### config.mk
export PLATFORM = sky130hd
export DESIGN_NAME = ufc_top
export DESIGN_NICKNAME = d
export VERILOG_FILES = /design/src/ufc_pkg.sv /design/src/ufc_channel.sv /design/src/ufc_top.sv
export SDC_FILE = /design/constraint.sdc
export NUM_CORES = 1
export LEC_CHECK = 0
export BUFFER_PORTS_ARGS = -buffer_cell sky130_fd_sc_hd__buf_2
export CAP_MARGIN = 20
export CORE_ASPECT_RATIO = 1.25
export CORE_MARGIN = 8
export CORE_UTILIZATION = 32
export CTS_BUF_LIST = sky130_fd_sc_hd__clkbuf_4 sky130_fd_sc_hd__clkbuf_8
export DETAILED_ROUTE_END_ITERATION = 8
export HOLD_SLACK_MARGIN = 0.06
export SLEW_MARGIN = 20
export SYNTH_ARGS = -nofsm -noshare
export SYNTH_HDL_FRONTEND = slang
export SYNTH_SLANG_ARGS = --single-unit
### constraint.sdc
create_clock -name mclk -period 2.3 [get_ports mclk]
set_clock_uncertainty 0.1 [all_clocks]
set_input_delay 0 -clock mclk [delete_from_list [all_inputs] [get_ports mclk]]
set_output_delay 0 -clock mclk [all_outputs]
set_load 0.03 [all_outputs]
### src/ufc_pkg.sv
// Purpose: shared constants and helpers for the dual-channel FIFO control
// Assumes: 32-entry receive and transmit FIFOs per channel, 8-bit control
// Notes:   trigger decode lives here so both channels use the same tables

package ufc_pkg;

  localparam int CNT_W      = 6;
  localparam int FIFO_DEPTH = 32;
  localparam int NUM_CHAN   = 2;

  // register byte offsets on the bus
  localparam logic [3:0] OFS_CTRL0 = 4'h0;
  localparam logic [3:0] OFS_CTRL1 = 4'h4;
  localparam logic [3:0] OFS_STAT0 = 4'h8;
  localparam logic [3:0] OFS_STAT1 = 4'hc;

  // control register field positions
  localparam int CTL_RXTRIG_HI = 7;
  localparam int CTL_RXTRIG_LO = 6;
  localparam int CTL_TXTRIG_HI = 5;
  localparam int CTL_TXTRIG_LO = 4;
  localparam int CTL_DMA       = 3;
  localparam int CTL_TXCLR     = 2;
  localparam int CTL_RXCLR     = 1;
  localparam int CTL_FIFOEN    = 0;
  localparam logic [7:0] CTL_RESET = 8'h00;

  // status register field positions
  localparam int STA_RXRDYN   = 0;
  localparam int STA_TXRDYN   = 1;
  localparam int STA_RXTRIG   = 2;
  localparam int STA_TXBELOW  = 3;
  localparam int STA_RXSPACE  = 4;
  localparam int STA_RXCNT_LO = 8;
  localparam int STA_TXCNT_LO = 16;

  // receive trigger decode
  function automatic logic [CNT_W-1:0] rx_level(input logic [1:0] sel);
    case (sel)
      2'h0:    rx_level = 6'h08;
      2'h1:    rx_level = 6'h10;
      2'h2:    rx_level = 6'h18;
      default: rx_level = 6'h1c;
    endcase
  endfunction

  // transmit trigger decode
  function automatic logic [CNT_W-1:0] tx_level(input logic [1:0] sel);
    case (sel)
      2'h0:    tx_level = 6'h10;
      2'h1:    tx_level = 6'h08;
      2'h2:    tx_level = 6'h18;
      default: tx_level = 6'h1e;
    endcase
  endfunction

endpackage

### src/ufc_channel.sv
// Purpose: ready pins and trigger conditions for one channel
// Assumes: occupancy counts come from logic on mclk, no synchroniser
// Notes:   all outputs registered; mode 1 only applies with FIFOs enabled
`timescale 1ns/1ps
`default_nettype none

module ufc_channel #(
  parameter int CW    = ufc_pkg::CNT_W,
  parameter int DEPTH = ufc_pkg::FIFO_DEPTH
) (
  input  wire logic          mclk,
  input  wire logic          rst_b,
  input  wire logic          ce,
  input  wire logic          fifoEnable,
  input  wire logic          dmaMode,
  input  wire logic [1:0]    rxTrigSel,
  input  wire logic [1:0]    txTrigSel,
  input  wire logic [CW-1:0] rxCount,
  input  wire logic [CW-1:0] txCount,
  input  wire logic          rxTimeout,
  output logic               txReadyN,
  output logic               rxReadyN,
  output logic               rxTrigHit,
  output logic               txBelowTrig,
  output logic               rxSpace
);

  logic [CW-1:0] rxLevel;
  logic [CW-1:0] txLevel;
  logic          blockMode;
  logic          txFull;

  // trigger decode and effective mode
  assign rxLevel   = ufc_pkg::rx_level(rxTrigSel);
  assign txLevel   = ufc_pkg::tx_level(txTrigSel);
  assign blockMode = dmaMode & fifoEnable;
  assign txFull    = (txCount >= CW'(DEPTH));

  // interrupt conditions toward the priority logic
  always_ff @(posedge mclk or negedge rst_b) begin
    if (!rst_b) begin
      rxTrigHit   <= 1'b0;
      txBelowTrig <= 1'b0;
    end else if (ce) begin
      rxTrigHit   <= fifoEnable & (rxCount >= rxLevel);
      txBelowTrig <= fifoEnable & (txCount < txLevel);
    end
  end

  // receiver may keep loading until completely full
  always_ff @(posedge mclk or negedge rst_b) begin
    if (!rst_b) begin
      rxSpace <= 1'b1;
    end else if (ce) begin
      rxSpace <= (rxCount < CW'(DEPTH));
    end
  end

  // transmit ready pin
  always_ff @(posedge mclk or negedge rst_b) begin
    if (!rst_b) begin
      txReadyN <= 1'b0;
    end else if (ce) begin
      if (!blockMode) begin
        txReadyN <= (txCount != '0);
      end else if (txFull) begin
        txReadyN <= 1'b1;
      end else if (txCount <= txLevel) begin
        txReadyN <= 1'b0;
      end
    end
  end

  // receive ready pin
  always_ff @(posedge mclk or negedge rst_b) begin
    if (!rst_b) begin
      rxReadyN <= 1'b1;
    end else if (ce) begin
      if (!blockMode) begin
        rxReadyN <= (rxCount == '0);
      end else if (rxCount == '0) begin
        rxReadyN <= 1'b1;
      end else if ((rxCount >= rxLevel) || rxTimeout) begin
        rxReadyN <= 1'b0;
      end
    end
  end

endmodule

`default_nettype wire

### src/ufc_top.sv
// Purpose: two-channel FIFO control registers behind a Wishbone slave
// Assumes: classic Wishbone, 32-bit data, byte addresses, one clock
// Notes:   ack comes one cycle after the request, all four word addresses are mapped
//
// Local design decisions: register access over Wishbone and the register addresses.
`timescale 1ns/1ps
`default_nettype none

module ufc_top #(
  parameter int CW    = ufc_pkg::CNT_W,
  parameter int DEPTH = ufc_pkg::FIFO_DEPTH
) (
  input  wire logic          mclk,
  input  wire logic          rst_b,
  input  wire logic          ce,
  // wishbone slave
  input  wire logic          cyc_i,
  input  wire logic          stb_i,
  input  wire logic          we_i,
  input  wire logic [3:0]    adr_i,
  input  wire logic [3:0]    sel_i,
  input  wire logic [31:0]   dat_i,
  output logic [31:0]        dat_o,
  output logic               ack_o,
  // channel 0 fifo side
  input  wire logic [CW-1:0] rxCount0,
  input  wire logic [CW-1:0] txCount0,
  input  wire logic          rxTimeout0,
  output logic               txReadyN0,
  output logic               rxReadyN0,
  output logic               rxTrigHit0,
  output logic               txBelowTrig0,
  output logic               rxSpace0,
  output logic               fifoEnable0,
  output logic               txFifoClear0,
  output logic               rxFifoClear0,
  // channel 1 fifo side
  input  wire logic [CW-1:0] rxCount1,
  input  wire logic [CW-1:0] txCount1,
  input  wire logic          rxTimeout1,
  output logic               txReadyN1,
  output logic               rxReadyN1,
  output logic               rxTrigHit1,
  output logic               txBelowTrig1,
  output logic               rxSpace1,
  output logic               fifoEnable1,
  output logic               txFifoClear1,
  output logic               rxFifoClear1
);

  // per-channel control state, index is the channel
  logic       fifoEn   [2];
  logic       dmaSel   [2];
  logic [1:0] rxTrig   [2];
  logic [1:0] txTrig   [2];
  logic       txClr    [2];
  logic       rxClr    [2];

  // bus decode
  logic        busReq;
  logic        wrDone;
  logic        selCtrl0;
  logic        selCtrl1;
  logic        ctlWr [2];
  logic [7:0]  wrByte;
  logic        wrLane;
  logic [31:0] next_dat;

  // channel outputs gathered for status reads
  logic [CW-1:0] rxCnt [2];
  logic [CW-1:0] txCnt [2];
  logic          txRdyN [2];
  logic          rxRdyN [2];
  logic          rxHit  [2];
  logic          txBelow [2];
  logic          rxRoom [2];

  // build the control byte as software reads it back
  function automatic logic [7:0] ctrl_byte(input logic       en,
                                           input logic       dma,
                                           input logic [1:0] rxt,
                                           input logic [1:0] txt,
                                           input logic       txc,
                                           input logic       rxc);
    ctrl_byte = ufc_pkg::CTL_RESET;
    ctrl_byte[ufc_pkg::CTL_RXTRIG_HI:ufc_pkg::CTL_RXTRIG_LO] = rxt;
    ctrl_byte[ufc_pkg::CTL_TXTRIG_HI:ufc_pkg::CTL_TXTRIG_LO] = txt;
    ctrl_byte[ufc_pkg::CTL_DMA]    = dma;
    ctrl_byte[ufc_pkg::CTL_TXCLR]  = txc;
    ctrl_byte[ufc_pkg::CTL_RXCLR]  = rxc;
    ctrl_byte[ufc_pkg::CTL_FIFOEN] = en;
  endfunction

  // build a status word for one channel
  function automatic logic [31:0] stat_word(input logic          rrn,
                                            input logic          trn,
                                            input logic          rh,
                                            input logic          tb,
                                            input logic          rs,
                                            input logic [CW-1:0] rc,
                                            input logic [CW-1:0] tc);
    stat_word = 32'h0000_0000;
    stat_word[ufc_pkg::STA_RXRDYN]  = rrn;
    stat_word[ufc_pkg::STA_TXRDYN]  = trn;
    stat_word[ufc_pkg::STA_RXTRIG]  = rh;
    stat_word[ufc_pkg::STA_TXBELOW] = tb;
    stat_word[ufc_pkg::STA_RXSPACE] = rs;
    stat_word[ufc_pkg::STA_RXCNT_LO +: CW] = rc;
    stat_word[ufc_pkg::STA_TXCNT_LO +: CW] = tc;
  endfunction

  // true when the word part of a byte address matches an offset
  function automatic logic word_hit(input logic [3:0] adr,
                                    input logic [3:0] ofs);
    word_hit = ({adr[3:2], 2'b00} == ofs);
  endfunction

  // request qualification; the write lands on the edge that sees ack
  assign busReq   = cyc_i & stb_i;
  assign wrDone   = busReq & we_i & ack_o;
  assign wrLane   = sel_i[0];
  assign wrByte   = dat_i[7:0];

  // address decode for the writable registers
  always_comb begin
    selCtrl0 = 1'b0;
    selCtrl1 = 1'b0;
    if (word_hit(adr_i, ufc_pkg::OFS_CTRL0)) begin
      selCtrl0 = 1'b1;
    end else if (word_hit(adr_i, ufc_pkg::OFS_CTRL1)) begin
      selCtrl1 = 1'b1;
    end
  end

  // per-channel control write strobe, true only on the ack edge
  always_comb begin
    ctlWr[0] = 1'b0;
    ctlWr[1] = 1'b0;
    if (wrDone && wrLane) begin
      if (selCtrl0) begin
        ctlWr[0] = 1'b1;
      end else if (selCtrl1) begin
        ctlWr[1] = 1'b1;
      end
    end
  end

  // read data mux
  always_comb begin
    next_dat = 32'h0000_0000;
    if (word_hit(adr_i, ufc_pkg::OFS_CTRL0)) begin
      next_dat[7:0] = ctrl_byte(fifoEn[0], dmaSel[0], rxTrig[0],
                                txTrig[0], txClr[0], rxClr[0]);
    end else if (word_hit(adr_i, ufc_pkg::OFS_CTRL1)) begin
      next_dat[7:0] = ctrl_byte(fifoEn[1], dmaSel[1], rxTrig[1],
                                txTrig[1], txClr[1], rxClr[1]);
    end else if (word_hit(adr_i, ufc_pkg::OFS_STAT0)) begin
      next_dat = stat_word(rxRdyN[0], txRdyN[0], rxHit[0], txBelow[0],
                           rxRoom[0], rxCnt[0], txCnt[0]);
    end else if (word_hit(adr_i, ufc_pkg::OFS_STAT1)) begin
      next_dat = stat_word(rxRdyN[1], txRdyN[1], rxHit[1], txBelow[1],
                           rxRoom[1], rxCnt[1], txCnt[1]);
    end
  end

  // single-cycle acknowledge, dropped the cycle after
  always_ff @(posedge mclk or negedge rst_b) begin
    if (!rst_b) begin
      ack_o <= 1'b0;
    end else if (ce) begin
      ack_o <= busReq & ~ack_o;
    end
  end

  // read data captured together with ack
  always_ff @(posedge mclk or negedge rst_b) begin
    if (!rst_b) begin
      dat_o <= 32'h0000_0000;
    end else if (ce) begin
      if (busReq & ~ack_o & ~we_i) begin
        dat_o <= next_dat;
      end
    end
  end

  // persistent control fields, one set per channel
  always_ff @(posedge mclk or negedge rst_b) begin
    if (!rst_b) begin
      for (int c = 0; c < 2; c++) begin
        fifoEn[c] <= ufc_pkg::CTL_RESET[ufc_pkg::CTL_FIFOEN];
        dmaSel[c] <= ufc_pkg::CTL_RESET[ufc_pkg::CTL_DMA];
        rxTrig[c] <= ufc_pkg::CTL_RESET[ufc_pkg::CTL_RXTRIG_HI:
                                        ufc_pkg::CTL_RXTRIG_LO];
        txTrig[c] <= ufc_pkg::CTL_RESET[ufc_pkg::CTL_TXTRIG_HI:
                                        ufc_pkg::CTL_TXTRIG_LO];
      end
    end else if (ce) begin
      for (int c = 0; c < 2; c++) begin
        if (ctlWr[c]) begin
          fifoEn[c] <= wrByte[ufc_pkg::CTL_FIFOEN];
          if (wrByte[ufc_pkg::CTL_FIFOEN]) begin
            dmaSel[c] <= wrByte[ufc_pkg::CTL_DMA];
            rxTrig[c] <= wrByte[ufc_pkg::CTL_RXTRIG_HI:
                                ufc_pkg::CTL_RXTRIG_LO];
            txTrig[c] <= wrByte[ufc_pkg::CTL_TXTRIG_HI:
                                ufc_pkg::CTL_TXTRIG_LO];
          end
        end
      end
    end
  end

  // self-clearing fifo clear strobes, high for one cycle
  always_ff @(posedge mclk or negedge rst_b) begin
    if (!rst_b) begin
      for (int c = 0; c < 2; c++) begin
        txClr[c] <= 1'b0;
        rxClr[c] <= 1'b0;
      end
    end else if (ce) begin
      for (int c = 0; c < 2; c++) begin
        if (ctlWr[c] && wrByte[ufc_pkg::CTL_FIFOEN]) begin
          txClr[c] <= wrByte[ufc_pkg::CTL_TXCLR];
          rxClr[c] <= wrByte[ufc_pkg::CTL_RXCLR];
        end else begin
          txClr[c] <= 1'b0;
          rxClr[c] <= 1'b0;
        end
      end
    end
  end

  // drive the control outputs straight from the flops
  assign fifoEnable0  = fifoEn[0];
  assign fifoEnable1  = fifoEn[1];
  assign txFifoClear0 = txClr[0];
  assign txFifoClear1 = txClr[1];
  assign rxFifoClear0 = rxClr[0];
  assign rxFifoClear1 = rxClr[1];

  // gather occupancy for status reads
  assign rxCnt[0] = rxCount0;
  assign rxCnt[1] = rxCount1;
  assign txCnt[0] = txCount0;
  assign txCnt[1] = txCount1;

  // channel 0 ready and trigger logic
  ufc_channel #(
    .CW    (CW),
    .DEPTH (DEPTH)
  ) u_chan0 (
    .mclk        (mclk),
    .rst_b       (rst_b),
    .ce          (ce),
    .fifoEnable  (fifoEn[0]),
    .dmaMode     (dmaSel[0]),
    .rxTrigSel   (rxTrig[0]),
    .txTrigSel   (txTrig[0]),
    .rxCount     (rxCount0),
    .txCount     (txCount0),
    .rxTimeout   (rxTimeout0),
    .txReadyN    (txRdyN[0]),
    .rxReadyN    (rxRdyN[0]),
    .rxTrigHit   (rxHit[0]),
    .txBelowTrig (txBelow[0]),
    .rxSpace     (rxRoom[0])
  );

  // channel 1 ready and trigger logic
  ufc_channel #(
    .CW    (CW),
    .DEPTH (DEPTH)
  ) u_chan1 (
    .mclk        (mclk),
    .rst_b       (rst_b),
    .ce          (ce),
    .fifoEnable  (fifoEn[1]),
    .dmaMode     (dmaSel[1]),
    .rxTrigSel   (rxTrig[1]),
    .txTrigSel   (txTrig[1]),
    .rxCount     (rxCount1),
    .txCount     (txCount1),
    .rxTimeout   (rxTimeout1),
    .txReadyN    (txRdyN[1]),
    .rxReadyN    (rxRdyN[1]),
    .rxTrigHit   (rxHit[1]),
    .txBelowTrig (txBelow[1]),
    .rxSpace     (rxRoom[1])
  );

  // channel results onto the top ports
  assign txReadyN0    = txRdyN[0];
  assign rxReadyN0    = rxRdyN[0];
  assign rxTrigHit0   = rxHit[0];
  assign txBelowTrig0 = txBelow[0];
  assign rxSpace0     = rxRoom[0];
  assign txReadyN1    = txRdyN[1];
  assign rxReadyN1    = rxRdyN[1];
  assign rxTrigHit1   = rxHit[1];
  assign txBelowTrig1 = txBelow[1];
  assign rxSpace1     = rxRoom[1];

endmodule

`default_nettype wire

[Word level (Yosys, flattened, before mapping)]
Cells that the tools add are included.
Storage, ports and cells
  output and inout port bits: 49
  flip-flop bits (word level): 59
  logic and storage cells: 118
Operators by class
  equal/unequal tests: 15
  mux-type cells: 33
  reduce and logical (&&, ||, !) cells: 23
  order comparisons: 10
  bitwise operators: 13
Operator list (number)
  case mux 5 bit (3 select lines): 4
  two-way mux 24 bit: 2
  two-way mux 32 bit: 1
  two-way mux 1 bit: 22
  two-way mux 22 bit: 1
  two-way mux 8 bit: 2
  AND reduction 2 bit: 7
  == test 2 bit, second input constant: 6
  greater-or-equal comparator 6 x 5 -> 1 bit: 2
  greater-or-equal comparator 6 bit, second input constant: 2
  less-or-equal comparator 6 x 5 -> 1 bit: 2
  logical NOT 6 bit: 2
  less-than comparator 6 x 5 -> 1 bit: 2
  less-than comparator 6 bit, second input constant: 2
  inequality test 3 bit, second input constant: 4
  nonzero test 6 bit: 2
  AND 1 bit: 11
  == test 2 x 1 -> 1 bit, second input constant: 5
  logical NOT 2 bit: 5
  AND reduction 3 bit: 2
  logical AND 1 bit: 3
  logical OR 1 bit: 2
  two-way mux 2 bit: 1
  inverter 1 bit: 2

[Logic depth before layout (Yosys ltp)]
Gate-level depths: netlist of run 1.
  word-level depth: 8
  depth in mapped cells: 7

[By module]
From an unflattened synthesis of run 1, not the netlist that was laid out.
Second synthesis, totals
  cells, all modules: 247
  area, all modules: 2830.2 um2
Modules (own cells, without submodules)
  ufc_top: area an instance 1914.3 um2, instances 1, seq. area each 925.9 um2, cells each 141
  ufc_channel: area an instance 457.9 um2, instances 2, seq. area each 127.6 um2, cells each 53

[Worst setup path after synthesis of run 1]
OpenSTA, ideal clock, no wires.
  path type: flip-flop to flip-flop
  from: register rxTrig[3] in the netlist's numbering
  to: register u_chan0.rxReadyN
  required time: 2.115 ns
  data arrival time: 1.642 ns
  cell stages (with the launch flop): 7
  path slack: 0.474 ns
  buffers on the path: 0
  period minus slack after synthesis: 1.826 ns
  path through: dfrtp_1 -> and2_1 -> ha_1 -> or3b_2 -> a211o_1 -> nand4_1 -> o21ai_0
On the way
  word-level cells in the longest chain between the ends: 6
  elaborated cells on any way between the ends: 8
  those cells by class: 1 x order compare; 3 x eq/ne; 1 x mux; 3 x reduce/logical
Ends and longest elaborated chain
  from (decl): line ufc_top.sv:54  | logic [1:0] rxTrig [2];
  from (signal, indexed assignment): line ufc_top.sv:192  | rxTrig[c] <= ufc_pkg::CTL_RESET[ufc_pkg::CTL_RXTRIG_HI:
  from (signal, indexed assignment): line ufc_top.sv:203  | rxTrig[c] <= wrByte[ufc_pkg::CTL_RXTRIG_HI:
  == test 2 bit (tied with other cells): line ufc_pkg.sv:39  | case (sel)
  case mux 5 bit (3 select lines) *: line ufc_pkg.sv:39
  greater-or-equal comparator 6 x 5 -> 1 bit *
  logical OR 1 bit *: line ufc_channel.sv:83  | end else if ((rxCount >= rxLevel) || rxTimeout) begin
  inequality test 3 bit (no source line) *
  AND reduction 2 bit (no source line) *
  to (signal assigned): line ufc_channel.sv:80  | rxReadyN <= (rxCount == '0);
  to (decl): line ufc_channel.sv:22  | output logic rxReadyN,
Mark *: on every way between the ends. The rest lies on a longest branch, timed or not.
A chain may end at the register's enable or synchronous reset.

[Final worst setup path of run 1]
  from: input txCount0[1]
  to: register u_chan0.txReadyN
On the way
  word-level cells in the longest chain between the ends: 3
  elaborated cells on any way between the ends: 7
  those cells by class: 2 x order compare; 1 x eq/ne; 2 x mux; 2 x reduce/logical
Ends and longest elaborated chain
  from (decl): line ufc_top.sv:27  | input wire logic [CW-1:0] txCount0,
  less-or-equal comparator 6 x 5 -> 1 bit or greater-or-equal comparator 6 bit (tied branches): line ufc_channel.sv:68, ufc_channel.sv:37
  inequality test 3 bit (no source line) or two-way mux 1 bit (tied branches)
  AND reduction 2 bit (no source line) or two-way mux 1 bit (tied branches)
  to (signal assigned): line ufc_channel.sv:65  | txReadyN <= (txCount != '0);
  to (decl): line ufc_channel.sv:21  | output logic txReadyN,
Parallel ways exist; a longest one is shown, timed or not.

==> metrics.txt, run 1 <==
reg-to-reg endpoint=u_chan0.txBelowTrig; Longest Clk Path Bufs=2; Critical Path Start Type=input port; Seq/Total Area, Yosys=43.2%; most common cell after layout, fill and taps aside=buf_2; cell row count=37; Slew HR=57.1%; Post-synth EDFFs=0; Core ar.=8290 sq um; Synth Area per Inst=10.5 sq um; wire length per cell=16.7 um; asr flop ratio synth=100%; Max Cap Viol=0; Post-synth top flop=dfrtp_1; critical path, cell by cell=dlygate4sd3_1 -> buf_2 -> nor3_1 -> dlygate4sd3_1 -> a21oi_1 -> dlygate4sd3_1 -> a221o_1; max-slew violations=0; Pwr per Cell Area=557 nW/um^2; DP Area=3170 sq um; placed insts=429; vias after detailed routing=2387; post-layout min period=2.19 ns; Synth Area in XOR/XNOR=0%; vias in the first global route=2583; crit-path max cell delay=0.58 ns; grt ovf=0; WP data arrival=2.28 ns; synthesized instance count=261; Die Span X=98.7 um; Clk Latency, worst-skew pair=0.30 ns; Setup WS post-layout=0.112 ns; final instance count without filler cells=482; most frequent cells in the layout=buf_2 (79), dlygate4sd3_1 (45), dfrtp_1 (43), nand2_1 (37), mux2_2 (25); GRT Total Usage=14.0%; CP Data Required Time=2.39 ns; DRC violations left=0; min-delay src=rxCount1[4]; DR iter-0 viols=67; Die Y=119 um; HPWL after DPL=6010 um; RSZ-0062 raised after global routing=false; # setup viols final=0; multiplexer share of the synthesized area=15.9%; Worst R2R Start=txTrig[2]; clock sinks=47; Synth Area in Adders=6.40%; CTS clk-pin slew, worst paths=0.09 ns; Final Hold Fails=0; static leakage=1.89 nW; share of the synthesized area in the top cell type=39.3%; number of synthesis warnings=0; I/O pin count=121; IR drop worst, VDD=0.253 mV; DR vias/cell=4.95; most frequent cell on the critical path=dlygate4sd3_1; area delta synth->final=36.6%; TritonCTS clock tree=done; global-route wire length before repair=13200 um; R2R depth=6; TNS Setup=0 ns; routability cong.=0.820; Final nets=470; Power, Total=2.08 mW; Post-CTS Setup Repair Bufs=0; Post-DRT Antenna Nets=0; Synth Area in Compound Gates=11.4%; CP Max Fanout=2; crit path kind=in2reg; Slew @ Worst Pin=0.643 ns; Yosys top cell by area=dfrtp_1; Routed WL=8060 um; Worst path slowest cell=dlygate4sd3_1; run status=completed; Root Driver=clkbuf_8; largest net degree at the start of global routing=35; worst slack, placed=0.379 ns; Worst Hold End=dat_o[12]; Yosys cell types=43; Hold Crit Class=in2reg; drt pass-1 iters=4; Initial Util=33.0%; Syn Std Cell Area=2740 sq um; share of layout cells above drive strength 1=34.3%; largest family of logic cells by synthesized area=simple AND/OR/NAND/NOR gates; H-tree Lvls=2; Worst R2R Setup Slack=0.28 ns; Simple-Gate Fraction of Synth Area=15.9%; # fillers=833; die area=11800 sq um; Max Fclk=0.457 GHz; WHS Path Cells=4; diode count=0; final instance area=3740 sq um; number of buffers inserted by port buffering=79; top cells by area, synth=dfrtp_1 (39%), mux2_2 (10%), ha_1 (6.4%); Seq cells post-synth=47; initial antenna violation count=0; type of destination of the critical path=register; CTS Buf Count=5; Final period util=95.1%
==> kinds of logic after synthesis <==
group           Yosys count
compound gates           46
fa+ha+maj                14
buf+inv                  32
flops                    47
mux                      34
other cells               1
simple gates             87
==> Yosys cell counts, types with 4 or more instances <==
library cell	number
dfrtp_1	43
nand2_1	37
mux2_2	25
o21ai_0	20
buf_4	14
ha_1	14
nor2_1	12
a21oi_1	7
inv_1	7
buf_2	6
nor3_1	6
a22o_1	5
mux4_2	5
nor2b_1	5
dfstp_2	4
mux2i_1	4
nor4_1	4
==> layout make-up <==
class | instances | area (sq um) | share of cell area [%]
sequential | 47 | 1180 | 31.6
multi-input combinational | 193 | 1400 | 37.5
clock buffer | 6 | 82.6 | 2.21
clock inverter | 2 | 35.0 | 0.937
tap | 97 | 121 | 3.25
inverter | 7 | 26.3 | 0.703
timing repair buffer | 130 | 891 | 23.8
==> how the worst max path moves through the flow <==
stage                           start                to  slack (ns)  cells past startpoint
after floorplan             rxTrig[3]  u_chan0.rxReadyN        0.47                      6
after CTS                 txCount0[1]  u_chan0.txReadyN        0.12                      7
after global placement      rxTrig[3]  u_chan0.rxReadyN        0.39                      6
after global routing      txCount1[0]  u_chan1.txReadyN        0.05                      7
after detailed placement    rxTrig[3]  u_chan0.rxReadyN        0.38                      6
final                     txCount0[1]  u_chan0.txReadyN        0.11                      7
==> sequential cells by signal, summed over array words and instances, names as in the netlist, 2 cells and up <==
signal  flops
dat_o      20
dmaSel      2
rxTrig      4
txTrig      4
==> per-stage QoR <==
step | util (%) | hold WS, ns
2_1_floorplan | - | -0.396
3_3_place_gp | 38.2 | -0.196
3_5_place_dp | 38.2 | -0.192
4_1_cts | 45.1 | 0.0671
5_1_grt | 45.1 | 0.0923
6_report | 45.1 | 0.0693
==> worst max-delay path: cells and delay by family <==
family / cells / cell delay, ns
AND/OR/NAND/NOR: 1 / 0.16
AO/OA/AOI/OAI: 2 / 0.33
buffers and inverters: 4 / 1.80
==> metal layers <==
metal / track usage (%) / vias up / part of all wire (%)
met5: 0 / - / 0
met4: 4.04 / 0 / 1.8
met3: 2.91 / 11 / 4.3
met2: 26.0 / 59 / 52
met1: 15.5 / 1161 / 42
li1: - / 1156 / -
==> power breakdown <==
group          internal [mW]  total [mW]  switching (mW)
Sequential             0.891       0.932          0.0417
Combinational          0.200       0.510           0.310
Clock                  0.352       0.639           0.287
Total                   1.44        2.08           0.638
==> timing repair <==
item	in CTS	in global routing
gates resized for setup	0	0
endpoints found under the hold margin	78	0
hold buffers	45	0
(Power assumes the default switching activity.)
==> run 2, diff against run 1 <==
CELL_PAD_IN_SITES_DETAIL_PLACEMENT = 2   (was not set)
CELL_PAD_IN_SITES_GLOBAL_PLACEMENT = 2   (was not set)
CORE_UTILIZATION = 29   (was 32)
PLACE_DENSITY_LB_ADDON = 0.1   (was not set)
==> run 2 against run 1 <==
  * First-iteration DRC count down 30%
  * Highest routed layer unchanged
  * Setup slack gained 0.013 ns
  * Critical path type unchanged
  * Largest power group unchanged
  * Sequential power about the same
  * Core utilization is 4.8 points lower
  * Cell count is 4.6% higher
  * Clock power decreased by 19%
  * Count of clock-buffer cells in the layout grew 1
==> metrics.txt, run 2 (synthesis gave the netlist of run 1 again) <==
Final period util=94.6%; crit path kind=in2reg; CTS Buf Count=5; Post-CTS Setup Repair Bufs=0; drt pass-1 iters=3; IR drop worst, VDD=0.209 mV; max-slew violations=0; TNS Setup=0 ns; global-route wire length before repair=15100 um; Die Span X=103 um; most common cell after layout, fill and taps aside=buf_2; I/O pin count=121; Post-DRT Antenna Nets=0; wire length per cell=18.2 um; Critical Path Start Type=input port; DR iter-0 viols=47; most frequent cell on the critical path=dlygate4sd3_1; number of flip-flops in the largest register=20; Longest Clk Path Bufs=2; # setup viols final=0; critical path, cell by cell=dlygate4sd3_1 -> buf_2 -> nand3_2 -> dlygate4sd3_1 -> nor2_2 -> and3b_1 -> buf_4 -> mux2_2; crit-path max cell delay=0.61 ns; Hold Crit Class=in2reg; Setup WS post-layout=0.124 ns; vias after detailed routing=2390; Initial Util=29.8%; final instance area=3700 sq um; Pwr per Cell Area=531 nW/um^2; largest registers=dat_o (20), rxTrig (4), txTrig (4); Clk Latency, worst-skew pair=0.30 ns; grt ovf=0; Worst path slowest cell=dlygate4sd3_1; CP Max Fanout=5; GRT Total Usage=15.0%; Final nets=466; worst slack, placed=0.342 ns; post-layout min period=2.18 ns; run status=completed; DRC violations left=0; WP data arrival=2.26 ns; HPWL after DPL=7160 um; Final Hold Fails=0; largest net degree at the start of global routing=34; post-layout util=40.3%; vias in the first global route=2852; DR vias/cell=4.74; H-tree Lvls=2; Max Cap Viol=0; area delta synth->final=35.1%; diode count=0; number of buffers inserted by port buffering=79; share of layout cells above drive strength 1=35.7%; routability cong.=0.771; Core ar.=9170 sq um; cell row count=39; clock sinks=47; initial antenna violation count=0; Most flops, register=dat_o; Routed WL=9190 um; type of destination of the critical path=register; most frequent cells in the layout=buf_2 (79), dfrtp_1 (43), dlygate4sd3_1 (38), nand2_1 (37), mux2_2 (25); die area=12800 sq um; Max Fclk=0.460 GHz; CP Data Required Time=2.39 ns; CTS clk-pin slew, worst paths=0.08 ns; static leakage=1.87 nW; TritonCTS clock tree=done; Root Driver=clkbuf_8; RSZ-0062 raised after global routing=false; DP Area=3220 sq um; Die Y=125 um
==> run 2: cell types whose count changed in the layout (fill, tap and decap cells not counted) <==
cell,change
nor2_1,-1
bufinv_16,-1
buf_4,+3
clkbuf_8,-1
dlygate4sd3_1,-7
nor2_2,+1
clkbuf_4,+2
==> run 2: cell type report <==
cell class,instances,area [sq um]
fill,1067,5480
multi-input combinational,193,1400
sequential,47,1180
timing repair buffer,126,843
tap,123,154
clock buffer,7,83.8
inverter,7,26.3
clock inverter,1,5.00
==> run 2: metrics by stage <==
stage / hold WS, ns / cells / total power, mW
2_1_floorplan: -0.396 / 272 / 1.24
3_3_place_gp: -0.248 / 458 / 1.41
3_5_place_dp: -0.248 / 458 / 1.42
4_1_cts: 0.0630 / 504 / 2.00
5_1_grt: 0.0744 / 504 / 2.08
6_report: 0.0610 / 504 / 1.96
==> run 2: metal layers <==
layer	track usage, %	part of all wire, %
met1	16.6	40
met2	28.1	54
met3	1.96	3.6
met4	4.36	1.6
met5	0	0
==> run 2: timing repair <==
item	in CTS	in global routing
hold endpoints to repair	74	0
endpoints found under the setup margin	0	1
hold buffers	38	0
gates resized for setup	0	1
==> run 2: final timing paths <==
path / startpoint / endpoint / slack (ns) / depth (start not counted)
max in group asynchronous: rst_b / rxTrig[3] / 1.25 / 3
worst min register to register: dat_o[9] / dat_o[9] / 0.38 / 2
min in group asynchronous: rst_b / dat_o[2] / 0.11 / 3
worst max register to register: txTrig[3] / u_chan0.txBelowTrig / 0.15 / 6
worst max-delay path: stb_i / txTrig[2] / 0.12 / 8
worst min-delay path: rxCount0[1] / dat_o[9] / 0.06 / 4
==> run 2: critical path, delay by kind of cell <==
kind,cells,cell delay (ns)
buffers and inverters,4,1.44
multiplexers,1,0.34
AND/OR/NAND/NOR,3,0.47
==> run 2: power breakdown <==
group | switching [mW] | internal, mW
clock network | 0.279 | 0.238
registers | 0.0410 | 0.891
logic | 0.318 | 0.195
total | 0.638 | 1.32
==> run 3, diff against run 2 <==
CELL_PAD_IN_SITES_DETAIL_PLACEMENT = 0   (was 2)
CELL_PAD_IN_SITES_GLOBAL_PLACEMENT = 1   (was 2)
CORE_ASPECT_RATIO = 0.5   (was 1.25)
CORE_UTILIZATION = 32   (was 29)
==> run 3 against run 2 <==
  * Core utilization rose by 5.4 points
  * Cell count down 2.2%
  * Sequential share of layout area is 0.18 points lower
  * Cell area rose by 0.58%
  * Power grew 5.8%
  * Register-to-register slack gained 0.09 ns
  * Largest cell class unchanged
==> metrics.txt, run 3 (synthesis gave the netlist of run 1 again) <==
Slew HR=65.1%; family with the most delay on the worst path=buffers and inverters; initial antenna violation count=0; GRT Total Usage=14.6%; post-layout util=45.6%; die area=11900 sq um; vias in the first global route=2641; critical path, cell by cell=dlygate4sd3_1 -> buf_2 -> nand3_2 -> dlygate4sd3_1 -> nor2_1 -> and3b_2 -> mux2_2; routed wire length on met3=466 um; WP buf/inv=3; Root Driver=clkbuf_8; largest net degree at the start of global routing=36; Clk Latency, worst-skew pair=0.30 ns; placed insts=443; Post-CTS Setup Repair Bufs=0; area delta synth->final=35.9%; WP data arrival=2.20 ns; Die Y=81.4 um; Final period util=91.6%; IR drop worst, VDD=0.214 mV; wire length per cell=17.1 um; CP Max Fanout=8; clock sinks=47; Worst path slowest cell=dlygate4sd3_1; DR iter-0 viols=101; H-tree Lvls=2; vias after detailed routing=2403; Power, Total=2.08 mW; Pwr per Cell Area=558 nW/um^2; Longest Clk Path Bufs=2; HPWL after DPL=6420 um; final instance count without filler cells=493; DRC violations left=0; type of destination of the critical path=register; crit-path max cell delay=0.60 ns; Routed WL=8410 um; cell row count=23; crit path kind=in2reg; global-route wire length before repair=13900 um; Hold Crit Class=in2reg; Die Span X=147 um; largest registers=dat_o (20), rxTrig (4), txTrig (4); CTS Buf Count=5; RSZ-0062 raised after global routing=false; DR vias/cell=4.87; Critical Path Start Type=input port; # setup viols final=0; drt pass-1 iters=4; Core ar.=8140 sq um; number of buffers inserted by port buffering=79; routability cong.=0.777; Final Hold Fails=0; DR top layer=met4; Final nets=466; run status=completed; most common cell after layout, fill and taps aside=buf_2; TritonCTS clock tree=done; CTS clk-pin slew, worst paths=0.09 ns; TNS Setup=0 ns; WL met1=4230 um; static leakage=1.87 nW; worst hold slack=0.0824 ns; post-layout min period=2.11 ns; Initial Util=33.6%; grt ovf=0; number of flip-flops in the largest register=20; max-slew violations=0; Post-DRT Antenna Nets=0; Max Fclk=0.475 GHz; most frequent cell on the critical path=dlygate4sd3_1; Most flops, register=dat_o; total length of routed met2 wires=3650 um; CP Data Required Time=2.39 ns; Slew @ Worst Pin=0.523 ns; diode count=0; share of layout cells above drive strength 1=34.9%; Max Cap Viol=0; most frequent cells in the layout=buf_2 (79), dfrtp_1 (43), dlygate4sd3_1 (42), nand2_1 (37), mux2_2 (25); I/O pin count=121
## run 3: changes by cell type in the layout (fill, tap and decap cells not counted)
cell           delta
and3_2            +1
and3_1            -1
nor2_2            -1
buf_4             -4
and3b_2           +1
clkinv_2          -1
and3b_1           -1
dlygate4sd3_1     +4
nor2_1            +1
bufinv_16         +1
## run 3: stage by stage
step,area [sq um],setup WS (ns)
floorplan,2780,0.474
global placement,3180,0.403
detailed placement,3180,0.373
CTS,3720,0.0214
global route,3720,0.0535
finish,3720,0.193
## run 3: final timing paths
check                                 start                   to  slack [ns]  cells after the start
worst max-delay path                  stb_i            txTrig[3]        0.19                      7
worst min-delay path            rxCount0[3]            dat_o[11]        0.08                      4
worst max register to register    txTrig[3]  u_chan0.txBelowTrig        0.24                      6
worst min register to register    dat_o[18]            dat_o[18]        0.38                      2
max in group asynchronous             rst_b      u_chan1.rxSpace        1.21                      3
min in group asynchronous             rst_b            rxTrig[2]        0.10                      2
## run 3: where the power goes
group	switching, mW	internal (mW)
logic	0.314	0.199
clock network	0.283	0.349
registers	0.0402	0.891
## run 3: area by class of cell
class                      count  area (sq um)
fill                         795          4430
multi-input combinational    193          1400
sequential                    47          1180
timing repair buffer         126           853
tap                          112           140
clock buffer                   7          83.8
clock inverter                 1          30.0
inverter                       7          26.3
## run 3: metal layers
metal	global-route usage, %	vias to the layer above
met1	19.2	1171
met2	23.7	76
met4	3.67	0
met5	0	-
li1	-	1151
met3	3.82	5
## run 3: worst min-delay path: cells and delay by family
kind,cells,cell delay (ns)
mux,1,0.15
simple gates,1,0.04
compound gates,1,0.14
buf+inv,1,0.12
## run 3: repair_timing
item,in CTS,in global routing
hold buffers,43,0
setup endpoints to repair,0,11
resized for setup,0,2
hold endpoints to repair,56,0
